[src/hw/fse_pkg.sv]
// Shared constants for the sector erase command sequencer.
package fse_pkg;

  // ----------------------------------------------------------------
  // Command opcodes
  // ----------------------------------------------------------------
  localparam logic [7:0] WRITE_ENABLE_CMD           = 8'h06;
  localparam logic [7:0] PAGE_WRITE_CMD             = 8'h02;
  localparam logic [7:0] PAGE_WRITE_WIDE_CMD        = 8'h12;
  localparam logic [7:0] PARAM_SECTOR_WIPE_CMD      = 8'h20;
  localparam logic [7:0] PARAM_SECTOR_WIPE_WIDE_CMD = 8'h21;
  localparam logic [7:0] BLOCK_WIPE_CMD             = 8'hd8;
  localparam logic [7:0] BLOCK_WIPE_WIDE_CMD        = 8'hdc;

  // ----------------------------------------------------------------
  // Register bit positions
  // ----------------------------------------------------------------
  localparam int CFG2_ADDR4_BIT     = 7;
  localparam int CFG2_QUAD_BIT      = 6;
  localparam int CFG3_UNIFORM_BIT   = 3;
  localparam int CFG3_PARAM_TOP_BIT = 2;
  localparam int CFG3_SECT256_BIT   = 1;
  localparam int STS_WIP_BIT        = 0;
  localparam int STS_WEL_BIT        = 1;
  localparam int STS_EERR_BIT       = 5;

  // ----------------------------------------------------------------
  // Frame lengths in bits and sector geometry as address bit counts
  // ----------------------------------------------------------------
  localparam logic [5:0] LEN_OPCODE = 6'h08;
  localparam logic [5:0] LEN_ADDR3  = 6'h20;
  localparam logic [5:0] LEN_ADDR4  = 6'h28;
  localparam logic [5:0] CNT_SAT    = 6'h3b;
  localparam int PARAM_LOG2         = 12;
  localparam int REGION_LOG2        = 15;
  localparam int UNIT_LOG2          = 16;
  localparam int BIG_LOG2           = 18;
  localparam int PARAM_COUNT        = 8;
  localparam logic [2:0] BP_MAX     = 3'h7;

  // ----------------------------------------------------------------
  // Timing: default phase times and their cycle counts at 200 MHz
  // ----------------------------------------------------------------
  localparam int CLK_PERIOD_PS = 5000;
  localparam int PRE_TIME_NS   = 10000;
  localparam int ERASE_TIME_NS = 50000;
  localparam int PRE_CYCLES_DEF   = (PRE_TIME_NS * 1000) / CLK_PERIOD_PS;
  localparam int ERASE_CYCLES_DEF = (ERASE_TIME_NS * 1000) / CLK_PERIOD_PS;

  typedef enum logic [1:0] {FSE_SZ_4K, FSE_SZ_64K, FSE_SZ_256K} fse_size_t;

endpackage : fse_pkg

[src/hw/fse_lock_mem.sv]
// Per-sector persistent and dynamic lock bit storage with registered read.
`timescale 1ns/1ps
module fse_lock_mem #(
  parameter int DEPTH = 264,
  parameter int IDX_W = 9
) (
  input  wire logic             i_clk,     // System clock.
  input  wire logic             i_sys_rst, // Synchronous reset, active high.
  input  wire logic             i_wr_en,   // Write strobe.
  input  wire logic [IDX_W-1:0] i_wr_idx,  // Sector index to write.
  input  wire logic [1:0]       i_wr_data, // {persistent, dynamic} lock bits.
  input  wire logic             i_rd_en,   // Read strobe.
  input  wire logic [IDX_W-1:0] i_rd_idx,  // Sector index to read.
  output logic      [1:0]       o_rd_data  // Lock bits, one cycle after read.
);

  logic [1:0] mem_q [DEPTH];

  if (DEPTH > (1 << IDX_W)) begin : g_bad_depth
    $error("DEPTH does not fit IDX_W");
  end

  // ----------------------------------------------------------------
  // Storage
  // ----------------------------------------------------------------
  // Reset unlocks everything; there is no nonvolatile cell behind this model.
  always_ff @(posedge i_clk) begin
    if (i_sys_rst) begin
      for (int i = 0; i < DEPTH; i++) begin
        mem_q[i] <= 2'h0;
      end
    end else if (i_wr_en && (int'(i_wr_idx) < DEPTH)) begin
      mem_q[i_wr_idx] <= i_wr_data;
    end
  end

  // Registered read port; out-of-range indices read as unlocked.
  always_ff @(posedge i_clk) begin
    if (i_sys_rst) begin
      o_rd_data <= 2'h0;
    end else if (i_rd_en) begin
      o_rd_data <= (int'(i_rd_idx) < DEPTH) ? mem_q[i_rd_idx] : 2'h0;
    end
  end

endmodule : fse_lock_mem

[src/hw/fse_seq.sv]
// Serial command decoder and sector erase sequencer of the flash device.
//
// Summary of operation
// - Quad mode moves the instruction four bits per clock, two clocks per byte.
// - Page write address top bit is A23 or A31 by address length for 02h, A31 for 12h.
// - Parameter sectors sit at bottom or top, or are absent in uniform mode.
// - Parameter wipe opcodes are ignored when uniform-only bit is set.
// - Parameter wipe erases one whole 4 KB parameter sector.
// - Erase is accepted only with the write enable latch set.
// - 20h takes three or four address bytes by address length; 21h takes four.
// - D8h takes three or four address bytes by address length; DCh takes four.
// - Select rising at any other bit count cancels the erase.
// - Select rising after a valid erase starts pre-program then erase.
// - Busy flag reads one during the erase cycle, zero afterwards.
// - Parameter wipe of a protected sector is skipped and sets the error flag.
// - Parameter wipe outside parameter sectors is skipped without error.
// - Block wipe erases the sector, or skips and flags error when protected.
// - Sector size bit selects 64 KB or 256 KB block wipe.
// - With parameter sectors on, they overlay the top or bottom 32 KB.
// - Block wipe over an overlay leaves the parameter sectors untouched.
// - Uniform mode block wipe always covers a whole block.
// - Each physical sector keeps one persistent and one dynamic lock bit.
// - A 256 KB wipe with any locked 64 KB sector is skipped and flagged.
// - Busy is bit 0 of volatile status one.
// - Config two bit 7 selects four-byte address, bit 6 quad mode.
`timescale 1ns/1ps
module fse_seq
  import fse_pkg::*;
#(
  parameter int          ADDR_W       = 24,
  parameter int unsigned PRE_CYCLES   = PRE_CYCLES_DEF,
  parameter int unsigned ERASE_CYCLES = ERASE_CYCLES_DEF,
  localparam int         IDX_W        = ADDR_W - UNIT_LOG2 + 1
) (
  input  wire logic              i_clk,                 // System clock, 200 MHz.
  input  wire logic              i_sys_rst,             // Synchronous reset, high.
  input  wire logic              i_sck,                 // Serial clock pin.
  input  wire logic              i_cs_n,                // Chip select pin, low.
  input  wire logic [3:0]        i_quad_data_lines,     // Data pins, bit 0 = SI.
  input  wire logic [7:0]        i_volatile_config_two, // Address and quad mode.
  input  wire logic [7:0]        i_volatile_config_three, // Sector layout.
  input  wire logic [2:0]        i_bp_bits,             // Block protection level.
  input  wire logic              i_status_clear,        // Clears the error flag.
  input  wire logic              i_lock_wr,             // Lock bit write strobe.
  input  wire logic [IDX_W-1:0]  i_lock_idx,            // Physical sector index.
  input  wire logic              i_lock_ppb,            // Persistent lock bit.
  input  wire logic              i_lock_dyb,            // Dynamic lock bit.
  output logic      [7:0]        o_volatile_status_one, // Busy, latch, error.
  output logic                   o_erase_start,         // Erase cycle begins.
  output logic      [ADDR_W-1:0] o_erase_addr,          // Aligned erase base.
  output logic      [1:0]        o_erase_size,          // Erase size code.
  output logic                   o_erase_keep_param,    // Spare overlaid sectors.
  output logic                   o_erase_phase,         // 0 pre-program, 1 erase.
  output logic                   o_prog_addr_valid,     // Page write address ready.
  output logic      [31:0]       o_prog_addr            // Page write start address.
);

  if (ADDR_W < BIG_LOG2 || ADDR_W > 32) begin : g_bad_addr
    $error("ADDR_W must lie between 18 and 32");
  end
  if (PRE_CYCLES < 1 || ERASE_CYCLES < 1) begin : g_bad_cycles
    $error("Phase cycle counts must be at least one");
  end

  typedef enum logic [2:0] {ST_IDLE, ST_CHECK, ST_JUDGE, ST_PRE, ST_ERASE} fse_state_t;

  localparam logic [IDX_W-1:0] NSECT = IDX_W'(1) << (ADDR_W - UNIT_LOG2);

  // ----------------------------------------------------------------
  // Pin synchronisers
  // ----------------------------------------------------------------
  logic [5:0] sync1_q;
  logic [5:0] sync2_q;
  logic       sck_p_q;
  logic       cs_p_q;

  // Clock, select and data cross together so a sampled nibble lines up
  // with the clock edge that qualified it; the serial clock must stay
  // high and low for at least three system clocks each.
  always_ff @(posedge i_clk) begin
    if (i_sys_rst) begin
      sync1_q <= 6'h10;
      sync2_q <= 6'h10;
      sck_p_q <= 1'b0;
      cs_p_q  <= 1'b1;
    end else begin
      sync1_q <= {i_sck, i_cs_n, i_quad_data_lines};
      sync2_q <= sync1_q;
      sck_p_q <= sync2_q[5];
      cs_p_q  <= sync2_q[4];
    end
  end

  logic       cs_s;
  logic [3:0] io_s;
  logic       sck_rise;
  logic       cs_rise;

  assign cs_s     = sync2_q[4];
  assign io_s     = sync2_q[3:0];
  assign sck_rise = sync2_q[5] && !sck_p_q && !cs_s;
  assign cs_rise  = cs_s && !cs_p_q;

  // ----------------------------------------------------------------
  // Configuration decode
  // ----------------------------------------------------------------
  logic cfg_addr4;
  logic cfg_quad;
  logic cfg_uniform;
  logic cfg_top;
  logic cfg_big;

  assign cfg_addr4   = i_volatile_config_two[CFG2_ADDR4_BIT];
  assign cfg_quad    = i_volatile_config_two[CFG2_QUAD_BIT];
  assign cfg_uniform = i_volatile_config_three[CFG3_UNIFORM_BIT];
  assign cfg_top     = i_volatile_config_three[CFG3_PARAM_TOP_BIT];
  assign cfg_big     = i_volatile_config_three[CFG3_SECT256_BIT];

  // ----------------------------------------------------------------
  // Frame shifter
  // ----------------------------------------------------------------
  logic [5:0]  cnt_q;
  logic [31:0] sh_q;
  logic [7:0]  op_q;
  logic [31:0] addr_q;
  logic [5:0]  cnt_nxt;
  logic [31:0] sh_nxt;
  logic        op_wide;
  logic        op_narrow;
  logic [5:0]  len_w;

  // In quad mode every phase is a nibble per clock, so one byte takes
  // two serial clocks; otherwise one bit per clock on the SI line.
  assign sh_nxt  = cfg_quad ? {sh_q[27:0], io_s} : {sh_q[30:0], io_s[0]};
  assign cnt_nxt = (cnt_q > CNT_SAT) ? cnt_q :
                   (cnt_q + (cfg_quad ? 6'h04 : 6'h01));

  assign op_wide   = (op_q == PARAM_SECTOR_WIPE_WIDE_CMD) ||
                     (op_q == BLOCK_WIPE_WIDE_CMD) || (op_q == PAGE_WRITE_WIDE_CMD);
  assign op_narrow = (op_q == PARAM_SECTOR_WIPE_CMD) ||
                     (op_q == BLOCK_WIPE_CMD) || (op_q == PAGE_WRITE_CMD);
  // Wide opcodes always carry four address bytes, narrow ones follow
  // the address length bit.
  assign len_w = (op_wide || (op_narrow && cfg_addr4)) ? LEN_ADDR4 : LEN_ADDR3;

  // The bit counter restarts whenever select is high; it saturates so a
  // long frame can never wrap back onto a valid length.
  always_ff @(posedge i_clk) begin
    if (i_sys_rst || cs_s) begin
      cnt_q <= 6'h00;
    end else if (sck_rise) begin
      cnt_q <= cnt_nxt;
    end
  end

  always_ff @(posedge i_clk) begin
    if (i_sys_rst) begin
      sh_q <= 32'h0000_0000;
    end else if (sck_rise) begin
      sh_q <= sh_nxt;
    end
  end

  // Opcode is caught at the eighth bit, the address at the frame length
  // that the opcode implies.
  always_ff @(posedge i_clk) begin
    if (i_sys_rst) begin
      op_q   <= 8'h00;
      addr_q <= 32'h0000_0000;
    end else if (sck_rise) begin
      if (cnt_nxt == LEN_OPCODE) begin
        op_q <= sh_nxt[7:0];
      end
      if (cnt_q >= LEN_OPCODE && cnt_nxt == len_w) begin
        addr_q <= (len_w == LEN_ADDR4) ? sh_nxt : {8'h00, sh_nxt[23:0]};
      end
    end
  end

  // ----------------------------------------------------------------
  // Command decode at select rising
  // ----------------------------------------------------------------
  fse_state_t        state_q;
  fse_state_t        state_d;
  logic              wel_q;
  logic              is_param;
  logic              is_erase;
  logic              er_frame;
  logic              ignore_param;
  logic              in_region;
  logic              go;
  logic [IDX_W-1:0]  unit_first;
  logic [IDX_W-1:0]  unit_last;
  logic [IDX_W-1:0]  prot_units;
  logic [ADDR_W-1:0] tgt;

  assign is_param = (op_q == PARAM_SECTOR_WIPE_CMD) || (op_q == PARAM_SECTOR_WIPE_WIDE_CMD);
  assign is_erase = is_param || (op_q == BLOCK_WIPE_CMD) || (op_q == BLOCK_WIPE_WIDE_CMD);
  assign tgt      = addr_q[ADDR_W-1:0];

  // Frames with the latch clear, or arriving while busy, never get here.
  assign er_frame = cs_rise && (cnt_q >= LEN_OPCODE) && is_erase &&
                    wel_q && (state_q == ST_IDLE);
  assign ignore_param = is_param && cfg_uniform;
  // Parameter sectors fill the lowest or highest 32 KB region.
  assign in_region = cfg_top ? (&tgt[ADDR_W-1:REGION_LOG2])
                             : (tgt[ADDR_W-1:REGION_LOG2] == '0);
  // Select must rise exactly at the last address bit.
  assign go = er_frame && (cnt_q == len_w) && !ignore_param &&
              (!is_param || in_region);

  // Range of 64 KB units touched by a block wipe; 256 KB spans four.
  assign unit_first = IDX_W'(tgt[ADDR_W-1:UNIT_LOG2]) &
                      ((cfg_big && !is_param) ? ~IDX_W'(3) : ~IDX_W'(0));
  assign unit_last  = unit_first + ((cfg_big && !is_param) ? IDX_W'(3) : IDX_W'(0));
  // Block protection covers a top fraction of the array, all at level 7.
  assign prot_units = (i_bp_bits == 3'h0) ? '0 : (NSECT >> (BP_MAX - i_bp_bits));

  // ----------------------------------------------------------------
  // Erase job registers
  // ----------------------------------------------------------------
  logic [IDX_W-1:0] rd_first_q;
  logic [1:0]       rd_last_q;
  logic [1:0]       k_q;
  logic             bp_hit_q;

  always_ff @(posedge i_clk) begin
    if (i_sys_rst) begin
      o_erase_addr       <= '0;
      o_erase_size       <= FSE_SZ_64K;
      o_erase_keep_param <= 1'b0;
      rd_first_q         <= '0;
      rd_last_q          <= 2'h0;
      bp_hit_q           <= 1'b0;
    end else if (go) begin
      bp_hit_q <= (unit_last >= NSECT - prot_units);
      if (is_param) begin
        o_erase_addr       <= {tgt[ADDR_W-1:PARAM_LOG2], PARAM_LOG2'(0)};
        o_erase_size       <= FSE_SZ_4K;
        o_erase_keep_param <= 1'b0;
        rd_first_q         <= NSECT + IDX_W'(tgt[REGION_LOG2-1:PARAM_LOG2]);
        rd_last_q          <= 2'h0;
      end else begin
        o_erase_addr <= {unit_first[IDX_W-2:0], UNIT_LOG2'(0)};
        o_erase_size <= cfg_big ? FSE_SZ_256K : FSE_SZ_64K;
        // Overlaid parameter sectors survive a block wipe; uniform mode
        // has none, so the whole block goes.
        o_erase_keep_param <= !cfg_uniform &&
                              (cfg_top ? (unit_last == NSECT - IDX_W'(1))
                                       : (unit_first == '0));
        rd_first_q <= unit_first;
        rd_last_q  <= cfg_big ? 2'h3 : 2'h0;
      end
    end
  end

  // ----------------------------------------------------------------
  // Lock bit lookup
  // ----------------------------------------------------------------
  logic       rd_vld_q;
  logic       hit_q;
  logic [1:0] lock_rd;

  fse_lock_mem #(
    .DEPTH (int'(NSECT) + PARAM_COUNT),
    .IDX_W (IDX_W)
  ) u_lock_mem (
    .i_clk     (i_clk),
    .i_sys_rst (i_sys_rst),
    .i_wr_en   (i_lock_wr),
    .i_wr_idx  (i_lock_idx),
    .i_wr_data ({i_lock_ppb, i_lock_dyb}),
    .i_rd_en   (state_q == ST_CHECK),
    .i_rd_idx  (rd_first_q + IDX_W'(k_q)),
    .o_rd_data (lock_rd)
  );

  // Any locked sector in the range poisons the whole request.
  always_ff @(posedge i_clk) begin
    if (i_sys_rst || go) begin
      hit_q    <= 1'b0;
      rd_vld_q <= 1'b0;
      k_q      <= 2'h0;
    end else begin
      rd_vld_q <= (state_q == ST_CHECK);
      if (state_q == ST_CHECK) begin
        k_q <= k_q + 2'h1;
      end
      if (rd_vld_q && (|lock_rd)) begin
        hit_q <= 1'b1;
      end
    end
  end

  // ----------------------------------------------------------------
  // Sequencer
  // ----------------------------------------------------------------
  logic [31:0] tmr_q;
  logic        judge_now;
  logic        refuse;

  assign judge_now = (state_q == ST_JUDGE) && !rd_vld_q;
  assign refuse    = judge_now && (hit_q || bp_hit_q);

  always_comb begin
    state_d = state_q;
    case (state_q)
      ST_IDLE:  if (go) state_d = ST_CHECK;
      ST_CHECK: if (k_q == rd_last_q) state_d = ST_JUDGE;
      ST_JUDGE: if (judge_now) state_d = refuse ? ST_IDLE : ST_PRE;
      ST_PRE:   if (tmr_q == 32'h0) state_d = ST_ERASE;
      ST_ERASE: if (tmr_q == 32'h0) state_d = ST_IDLE;
      default:  state_d = ST_IDLE;
    endcase
  end

  always_ff @(posedge i_clk) begin
    if (i_sys_rst) begin
      state_q <= ST_IDLE;
    end else begin
      state_q <= state_d;
    end
  end

  // Phase timer: pre-program first, then the erase proper.
  always_ff @(posedge i_clk) begin
    if (i_sys_rst) begin
      tmr_q <= 32'h0;
    end else if (state_q != ST_PRE && state_d == ST_PRE) begin
      tmr_q <= 32'(PRE_CYCLES - 1);
    end else if (state_q == ST_PRE && state_d == ST_ERASE) begin
      tmr_q <= 32'(ERASE_CYCLES - 1);
    end else if (tmr_q != 32'h0) begin
      tmr_q <= tmr_q - 32'h1;
    end
  end

  // ----------------------------------------------------------------
  // Status bits
  // ----------------------------------------------------------------
  logic busy_q;
  logic err_q;
  logic wel_clr;

  always_ff @(posedge i_clk) begin
    if (i_sys_rst) begin
      busy_q        <= 1'b0;
      o_erase_phase <= 1'b0;
      o_erase_start <= 1'b0;
    end else begin
      busy_q        <= (state_d != ST_IDLE);
      o_erase_phase <= (state_d == ST_ERASE);
      o_erase_start <= judge_now && !refuse;
    end
  end

  // A refused or finished erase leaves the latch clear; ignored parameter
  // wipes in uniform mode keep it.
  assign wel_clr = (er_frame && !ignore_param && !go) || refuse ||
                   (state_q == ST_ERASE && state_d == ST_IDLE);

  // Write enable is honoured only as a complete one-byte frame; a set in
  // the same cycle as a clear wins.
  always_ff @(posedge i_clk) begin
    if (i_sys_rst) begin
      wel_q <= 1'b0;
    end else if (cs_rise && cnt_q == LEN_OPCODE && op_q == WRITE_ENABLE_CMD) begin
      wel_q <= 1'b1;
    end else if (wel_clr) begin
      wel_q <= 1'b0;
    end
  end

  // Protection refusals raise the error flag; a refusal beats a clear.
  always_ff @(posedge i_clk) begin
    if (i_sys_rst) begin
      err_q <= 1'b0;
    end else if (refuse) begin
      err_q <= 1'b1;
    end else if (i_status_clear) begin
      err_q <= 1'b0;
    end
  end

  always_comb begin
    o_volatile_status_one               = 8'h00;
    o_volatile_status_one[STS_WIP_BIT]  = busy_q;
    o_volatile_status_one[STS_WEL_BIT]  = wel_q;
    o_volatile_status_one[STS_EERR_BIT] = err_q;
  end

  // ----------------------------------------------------------------
  // Page write address hand-off
  // ----------------------------------------------------------------
  // The program engine sits elsewhere; this only reports where a page
  // write starts, using A23 or A31 as the top address bit.
  always_ff @(posedge i_clk) begin
    if (i_sys_rst) begin
      o_prog_addr_valid <= 1'b0;
      o_prog_addr       <= 32'h0000_0000;
    end else begin
      o_prog_addr_valid <= sck_rise && (cnt_q >= LEN_OPCODE) && (cnt_nxt == len_w) &&
                           wel_q && (state_q == ST_IDLE) &&
                           (op_q == PAGE_WRITE_CMD || op_q == PAGE_WRITE_WIDE_CMD);
      if (sck_rise && (cnt_q >= LEN_OPCODE) && (cnt_nxt == len_w)) begin
        o_prog_addr <= (len_w == LEN_ADDR4) ? sh_nxt : {8'h00, sh_nxt[23:0]};
      end
    end
  end

endmodule : fse_seq

[config.mk]
export PLATFORM = sky130hd
export DESIGN_NAME = fse_seq
export DESIGN_NICKNAME = d
export VERILOG_FILES = /design/src/hw/fse_pkg.sv /design/src/hw/fse_lock_mem.sv /design/src/hw/fse_seq.sv
export SDC_FILE = /design/constraint.sdc
export NUM_CORES = 2
export LEC_CHECK = 0
export ABC_CLOCK_PERIOD_IN_PS = 4500
export BUFFER_PORTS_ARGS = -buffer_cell sky130_fd_sc_hd__buf_4
export CORE_MARGIN = 2
export CORE_UTILIZATION = 45
export CTS_CLUSTER_SIZE = 25
export DETAILED_ROUTE_END_ITERATION = 8
export PLACE_DENSITY_LB_ADDON = 0.05
export REMOVE_ABC_BUFFERS = 1
export SYNTH_ARGS = -nofsm -noshare
export SYNTH_HDL_FRONTEND = slang
export SYNTH_SLANG_ARGS = --single-unit
[constraint.sdc]
create_clock -name i_clk -period 4.5 [get_ports i_clk]
set_clock_uncertainty 0.05 [all_clocks]
set_input_delay 0.45 -clock i_clk [delete_from_list [all_inputs] [get_ports i_clk]]
set_output_delay 0.45 -clock i_clk [all_outputs]
set_load 0.1 [all_outputs]
Yosys cells after proc, flatten, opt, wreduce, memory -nomap -nowiden
Memories as Yosys holds them, arrays and structs flattened.
Index checks and enable logic that the tools add are counted.
{ "classes": {"div": 0, "n_bitwise": 1, "eq_ne": 21, "magnitude_cmp": 5, "muxes": 40, "n_reduce_logical": 75, "n_mul": 0, "n_addsub": 8, "shift": 1} }
{ "ops": {"columns": ["cell", "n"], "rows": [
  ["32-bit two-way mux", 2],
  ["1-bit logical AND", 32],
  ["32-bit logical NOT", 1],
  ["32-bit nonzero test", 1],
  ["32-bit by 1-bit subtractor with 32-bit output, second input constant", 1],
  ["14-bit two-way mux", 2],
  ["9-bit two-way mux", 3],
  ["24-bit two-way mux", 1],
  ["9-bit by 2-bit adder with 9-bit output", 2],
  ["9-bit logical NOT", 2],
  ["9-bit less-than comparator, second input constant", 2],
  ["2-bit two-way mux", 9],
  ["3-bit two-way mux", 6],
  ["8-bit by 6-bit == test with 1-bit output, second input constant", 2],
  ["8-bit == test, second input constant", 2],
  ["1-bit logical OR", 15],
  ["3-bit one-hot mux with 5 select lines", 1],
  ["1-bit two-way mux", 13],
  ["6-bit by 4-bit == test with 1-bit output, second input constant", 2],
  ["6-bit == test", 2],
  ["11-bit two-way mux", 1],
  ["9-bit by 3-bit adder with 9-bit output, first input constant", 1],
  ["8-bit by 9-bit AND with 9-bit output", 1],
  ["3-bit by 2-bit == test with 1-bit output, second input constant", 3],
  ["27 further kinds", 44]
]} }
{ "word_totals": {"ram_bits": 528, "mem_bits_ro": 0, "wordCells": 181, "latch_bits": 0, "memories": 1, "output_inout_bits": 70, "input_bits": 40, "reg_bits": 201} }
{ "mem_list": {"columns": ["name", "words", "word_bits", "read_ports", "rd_ports_with_merged_regs", "wr", "line", "source"], "rows": [
  ["u_lock_mem.mem_q", 264, 2, 1, 0, 264, "fse_lock_mem.sv:17", "logic [1:0] mem_q [DEPTH];"]
]} }

Logic depth before layout (Yosys ltp)
{ "depth": {"word_depth": 17, "ltp_mapped": 14, "ltp_nobuf": 13} }

Modules after synthesis
Synthesis repeated with hierarchy kept, for this count alone.
{ "hier_totals": {"hier_cells": 2919, "area_unflattened_um2": 34160.3} }
{ "by_module_without_submodules": {"columns": ["module", "instances", "seq_area_each_um2", "area_per_inst_um2", "cells_each"], "rows": [
  ["fse_lock_mem", 1, 16375.7, 26226.4, 2034],
  ["fse_seq", 1, 3463.3, 7933.9, 885]
]} }

Worst setup path before layout
OpenSTA, ideal clock, no wires.
{ "synth_path": {"path_kind": "reg-to-reg", "from": "register k_q[0]", "to": "register u_lock_mem.o_rd_data[1]", "required_ns": 4.317, "synth_period_minus_slack_ns": 3.262, "path_stages_with_launch": 13, "arrival_ns": 3.079, "setup_slack_ns": 1.238, "setup_ns": 0.133, "path_buffers": 4, "cell_sequence": "dfxtp_1 > ha_1 > fa_1 > buf_4 > buf_2 > buf_2 > buf_1 > mux4_2 > mux4_2 > nand2_1 > nand3_1 > nand3_1 > o211ai_1"} }
{ "synth_via": {"elab_chain_cells": 3, "word_cells_on_any_way": 4, "classes_between": "1 x add/sub; 1 x order compare; 1 x mux; 1 x memory"} }
{ "synth_rtl": {"columns": ["item", "line", "source"], "rows": [
  ["from (decl)", "fse_seq.sv:224", "logic [1:0] k_q;"],
  ["from (signal assigned)", "fse_seq.sv:287", "k_q <= k_q + 2'h1;"],
  ["9-bit by 2-bit adder with 9-bit output *", "fse_seq.sv:274", ".i_rd_idx (rd_first_q + IDX_W'(k_q)),"],
  ["memory read 264 x 2 bit / 9-bit less-than comparator (equally long branches)", null, null],
  ["2-bit two-way mux *", "fse_lock_mem.sv:42", "o_rd_data <= (int'(i_rd_idx) < DEPTH) ? mem_q[i_rd_idx] : 2'h0;"],
  ["to (signal assigned)", "fse_lock_mem.sv:42", null],
  ["to (decl)", "fse_lock_mem.sv:14", "output logic [1:0] o_rd_data"]
]} }
Every way passes the cells marked *; elsewhere a longest branch is shown, timed or not.
A chain may end at the register's enable or synchronous reset.

Worst setup path after layout
Same ends and word-level chain as after synthesis.

==> impl_results.md <==
- Status: finished, final reports clean
- Clk_lat worst skew: 0.70 ns
- Placed Cells: 4750
- Startpoint types: register
- CP endpoint kind: register
- Library cells used by synthesis: 78
- All-Layer GR Usage: 25.0%
- Fin cells: 4952
- Mapped Cells: 3342
- Synth warn: 0
- Worst slack, placed: 0.535 ns
- Peak Freq: 254 MHz
- Sum of negative setup slack: 0 ns
- Critical path class: register to register
- Post-cts hold buffer count: 7
- Post-CTS resize count: 0
- Final critical-path required period: 3.94 ns
- Synth Flop Type: edfxtp_1
- Initial core utilization: 45.3%
- Synthesized cell area: 42100 um^2
- Core Area: 92900 um^2
- Antenna violations before repair: 0
- P&R area growth vs syn: 15.3%
- Total Power: 20.5 mW
- Met1 usage: 33.4%
- Post-layout nets: 3665
- Detailed placement HPWL: 75.5 mm
- Via/cell ratio: 5.62
- Least-Margin Pin Slew: 1.30 ns
- Number of buffers created by CTS: 105
- DRT iter0 DRCs: 3477
- Met3 Use GR: 4.45%
- H-tree levels: 3
- CTS sink cnt: 943
- FP Rows: 112
- Worst path arrival time: 4.45 ns
- CTS tree: yes
- Ports: 110
- Routed Antenna Nets: 0
- Leak Pwr: 16.2 nW
- Final worst setup slack: 0.556 ns
- Fraction of registers with async set/reset: 0%
- Seq/Total Area, Yosys: 63.2%
- Number of synthesized flops with an enable pin: 768
- Final setup viols: 0
- Mean post-synth cell area: 12.6 um^2
- Wire length per cell: 24.0 um
- Clk root buf: clkbuf_16
- Die H: 310 um
- Post-synth top cells: edfxtp_1, nor2_1, nand2_1, mux4_2, clkbuf_1
- Antenna diodes: 0
- Met2 GRT Util: 40.2%
- Top-area cell type share of the netlist area: 54.8%
- Clk slew on worst S/H paths: 0.06 ns
- HP Class: input port to register
- Clock buffer depth: 3
- Total gr overflow: 0
- Leading area contributor after synthesis: edfxtp_1
- Crit path required time: 5.01 ns
- Maximum VDD drop: 0.301 mV
- First-pass GRT wire length: 175 mm
- Share of cells above drive strength 1: 16.6%
- Critical path peak fanout: 66
- Port buffer count: 81
- Count leader, synth: edfxtp_1
- Fin. Hold Viols: 0
- Setup bufs post-CTS: 0
- R2R Setup Slk: 0.56 ns
- Slew HR: 13.0%
- Vias in the first global route: 27500
- #FFs+latches synth: 943
- RSZ-0062 raised after global routing: no
- Pwr Density: 423 nW/um^2
- Die boundary width: 310 um
- Placer Congestion: 0.904
- Drt drc: 0
- Fin crit share: 87.6%
- Final WL: 119 mm
- Ranking of synthesized cells by area: edfxtp_1, mux4_2, dfxtp_1
- Max-cap violation count: 0
- Die Footprint: 95900 um^2
- DR vias: 27800
- Fin. max-slew vios: 0
- Drt pass-1 iters: 6
- Fin Hold WS: 0.0692 ns
- Largest net degree at the start of global routing: 121
- Global routing's busiest layer: met2
[logic make-up (layout without fill, tap and decap cells)]
logic type / Yosys count / count (layout) / share of synthesized area [%]
and+or+nand+nor: 1438 / 1438 / 14.0
DFF: 943 / 943 / 63.2
buffers and inverters: 314 / 413 / 3.37
AOI/OAI and AO/OA: 303 / 303 / 4.67
muxes: 284 / 284 / 13.4
xor gates and xnor gates: 44 / 44 / 0.916
adders and majority gates: 15 / 15 / 0.464
other: 1 / 258 / 0.00892
[layout by cell type, fill, tap and decap left out, types with 13 or more instances in the layout]
cell type / n
inv_1: 13
xnor2_1: 19
o21a_1: 29
buf_4: 186
a21oi_1: 58
clkbuf_1: 23
nand2b_1: 14
conb_1: 258
nand4_1: 14
mux2i_1: 61
nand3_1: 45
edfxtp_1: 768
nor3_1: 24
xor2_1: 21
dfxtp_1: 175
nor2b_1: 21
a31oi_1: 13
a211oi_1: 45
ha_1: 13
nand2_1: 540
clkinv_1: 20
mux4_2: 222
o21ai_0: 99
clkinv_2: 22
nor2_1: 700
clkbuf_16: 107
[report_power, final]
group / switching [mW] / internal, mW / leakage (nW)
clock network: 3.53 / 5.11 / 1.70
registers: 0.225 / 9.98 / 8.78
logic: 1.07 / 0.598 / 5.72
[flip-flops by register name, summed over array words and instances, names as in the netlist, 2 cells and up]
name                  count
tmr_q                    32
state_q                   3
rd_first_q                9
k_q                       2
sync2_q                   6
u_lock_mem.mem_q        768
u_lock_mem.o_rd_data      2
sh_q                     31
o_erase_addr             12
addr_q                   12
sync1_q                   6
op_q                      8
o_prog_addr              32
cnt_q                     6
[per-stage QoR]
step / instance area, um^2 / util [%]
floorplan: 41700 / -
global placement: 45000 / 48.4
detailed placement: 45000 / 48.4
CTS: 48500 / 52.2
global route: 48500 / 52.2
finish: 48500 / 52.2
[final timing paths]
check,endpoint,from,cells past startpoint
worst max-delay path,u_lock_mem.o_rd_data[1]$_SDFFE_PP0P_,k_q[0]$_SDFFE_PP0P_,10
worst min-delay path,o_erase_size[0]$_SDFFE_PP1P_,i_volatile_config_three[1],4
worst max register to register,u_lock_mem.o_rd_data[1]$_SDFFE_PP0P_,k_q[0]$_SDFFE_PP0P_,10
worst min register to register,sync2_q[4]$_SDFF_PP1_,sync1_q[4]$_SDFF_PP1_,1
[cell type report]
cell class	count	area (um^2)
clock inverter	61	633
timing repair buffer	203	1670
tap	1254	1570
clock buffer	134	2820
fill	8013	44400
sequential	943	26600
multi-input combinational	2342	15200
inverter	15	61.3
[critical path, cell delays in order, from the launching register on]
cell and delay (ns):
dfxtp_1 0.37, ha_4 0.19, fa_4 0.94, buf_12 0.41, mux4_2 0.37, mux4_2 0.49, nor2_1 0.10, nor3_1 0.08
a41oi_1 0.46, o22a_1 0.24, o211ai_1 0.09
[metal layers]
metal / wire, um / part of all wire [%]
met4: 5510 / 4.6
met1: 47500 / 40
met2: 56200 / 47
met3: 9650 / 8.1
met5: 0 / 0
Power figures use the tool's default switching activity.
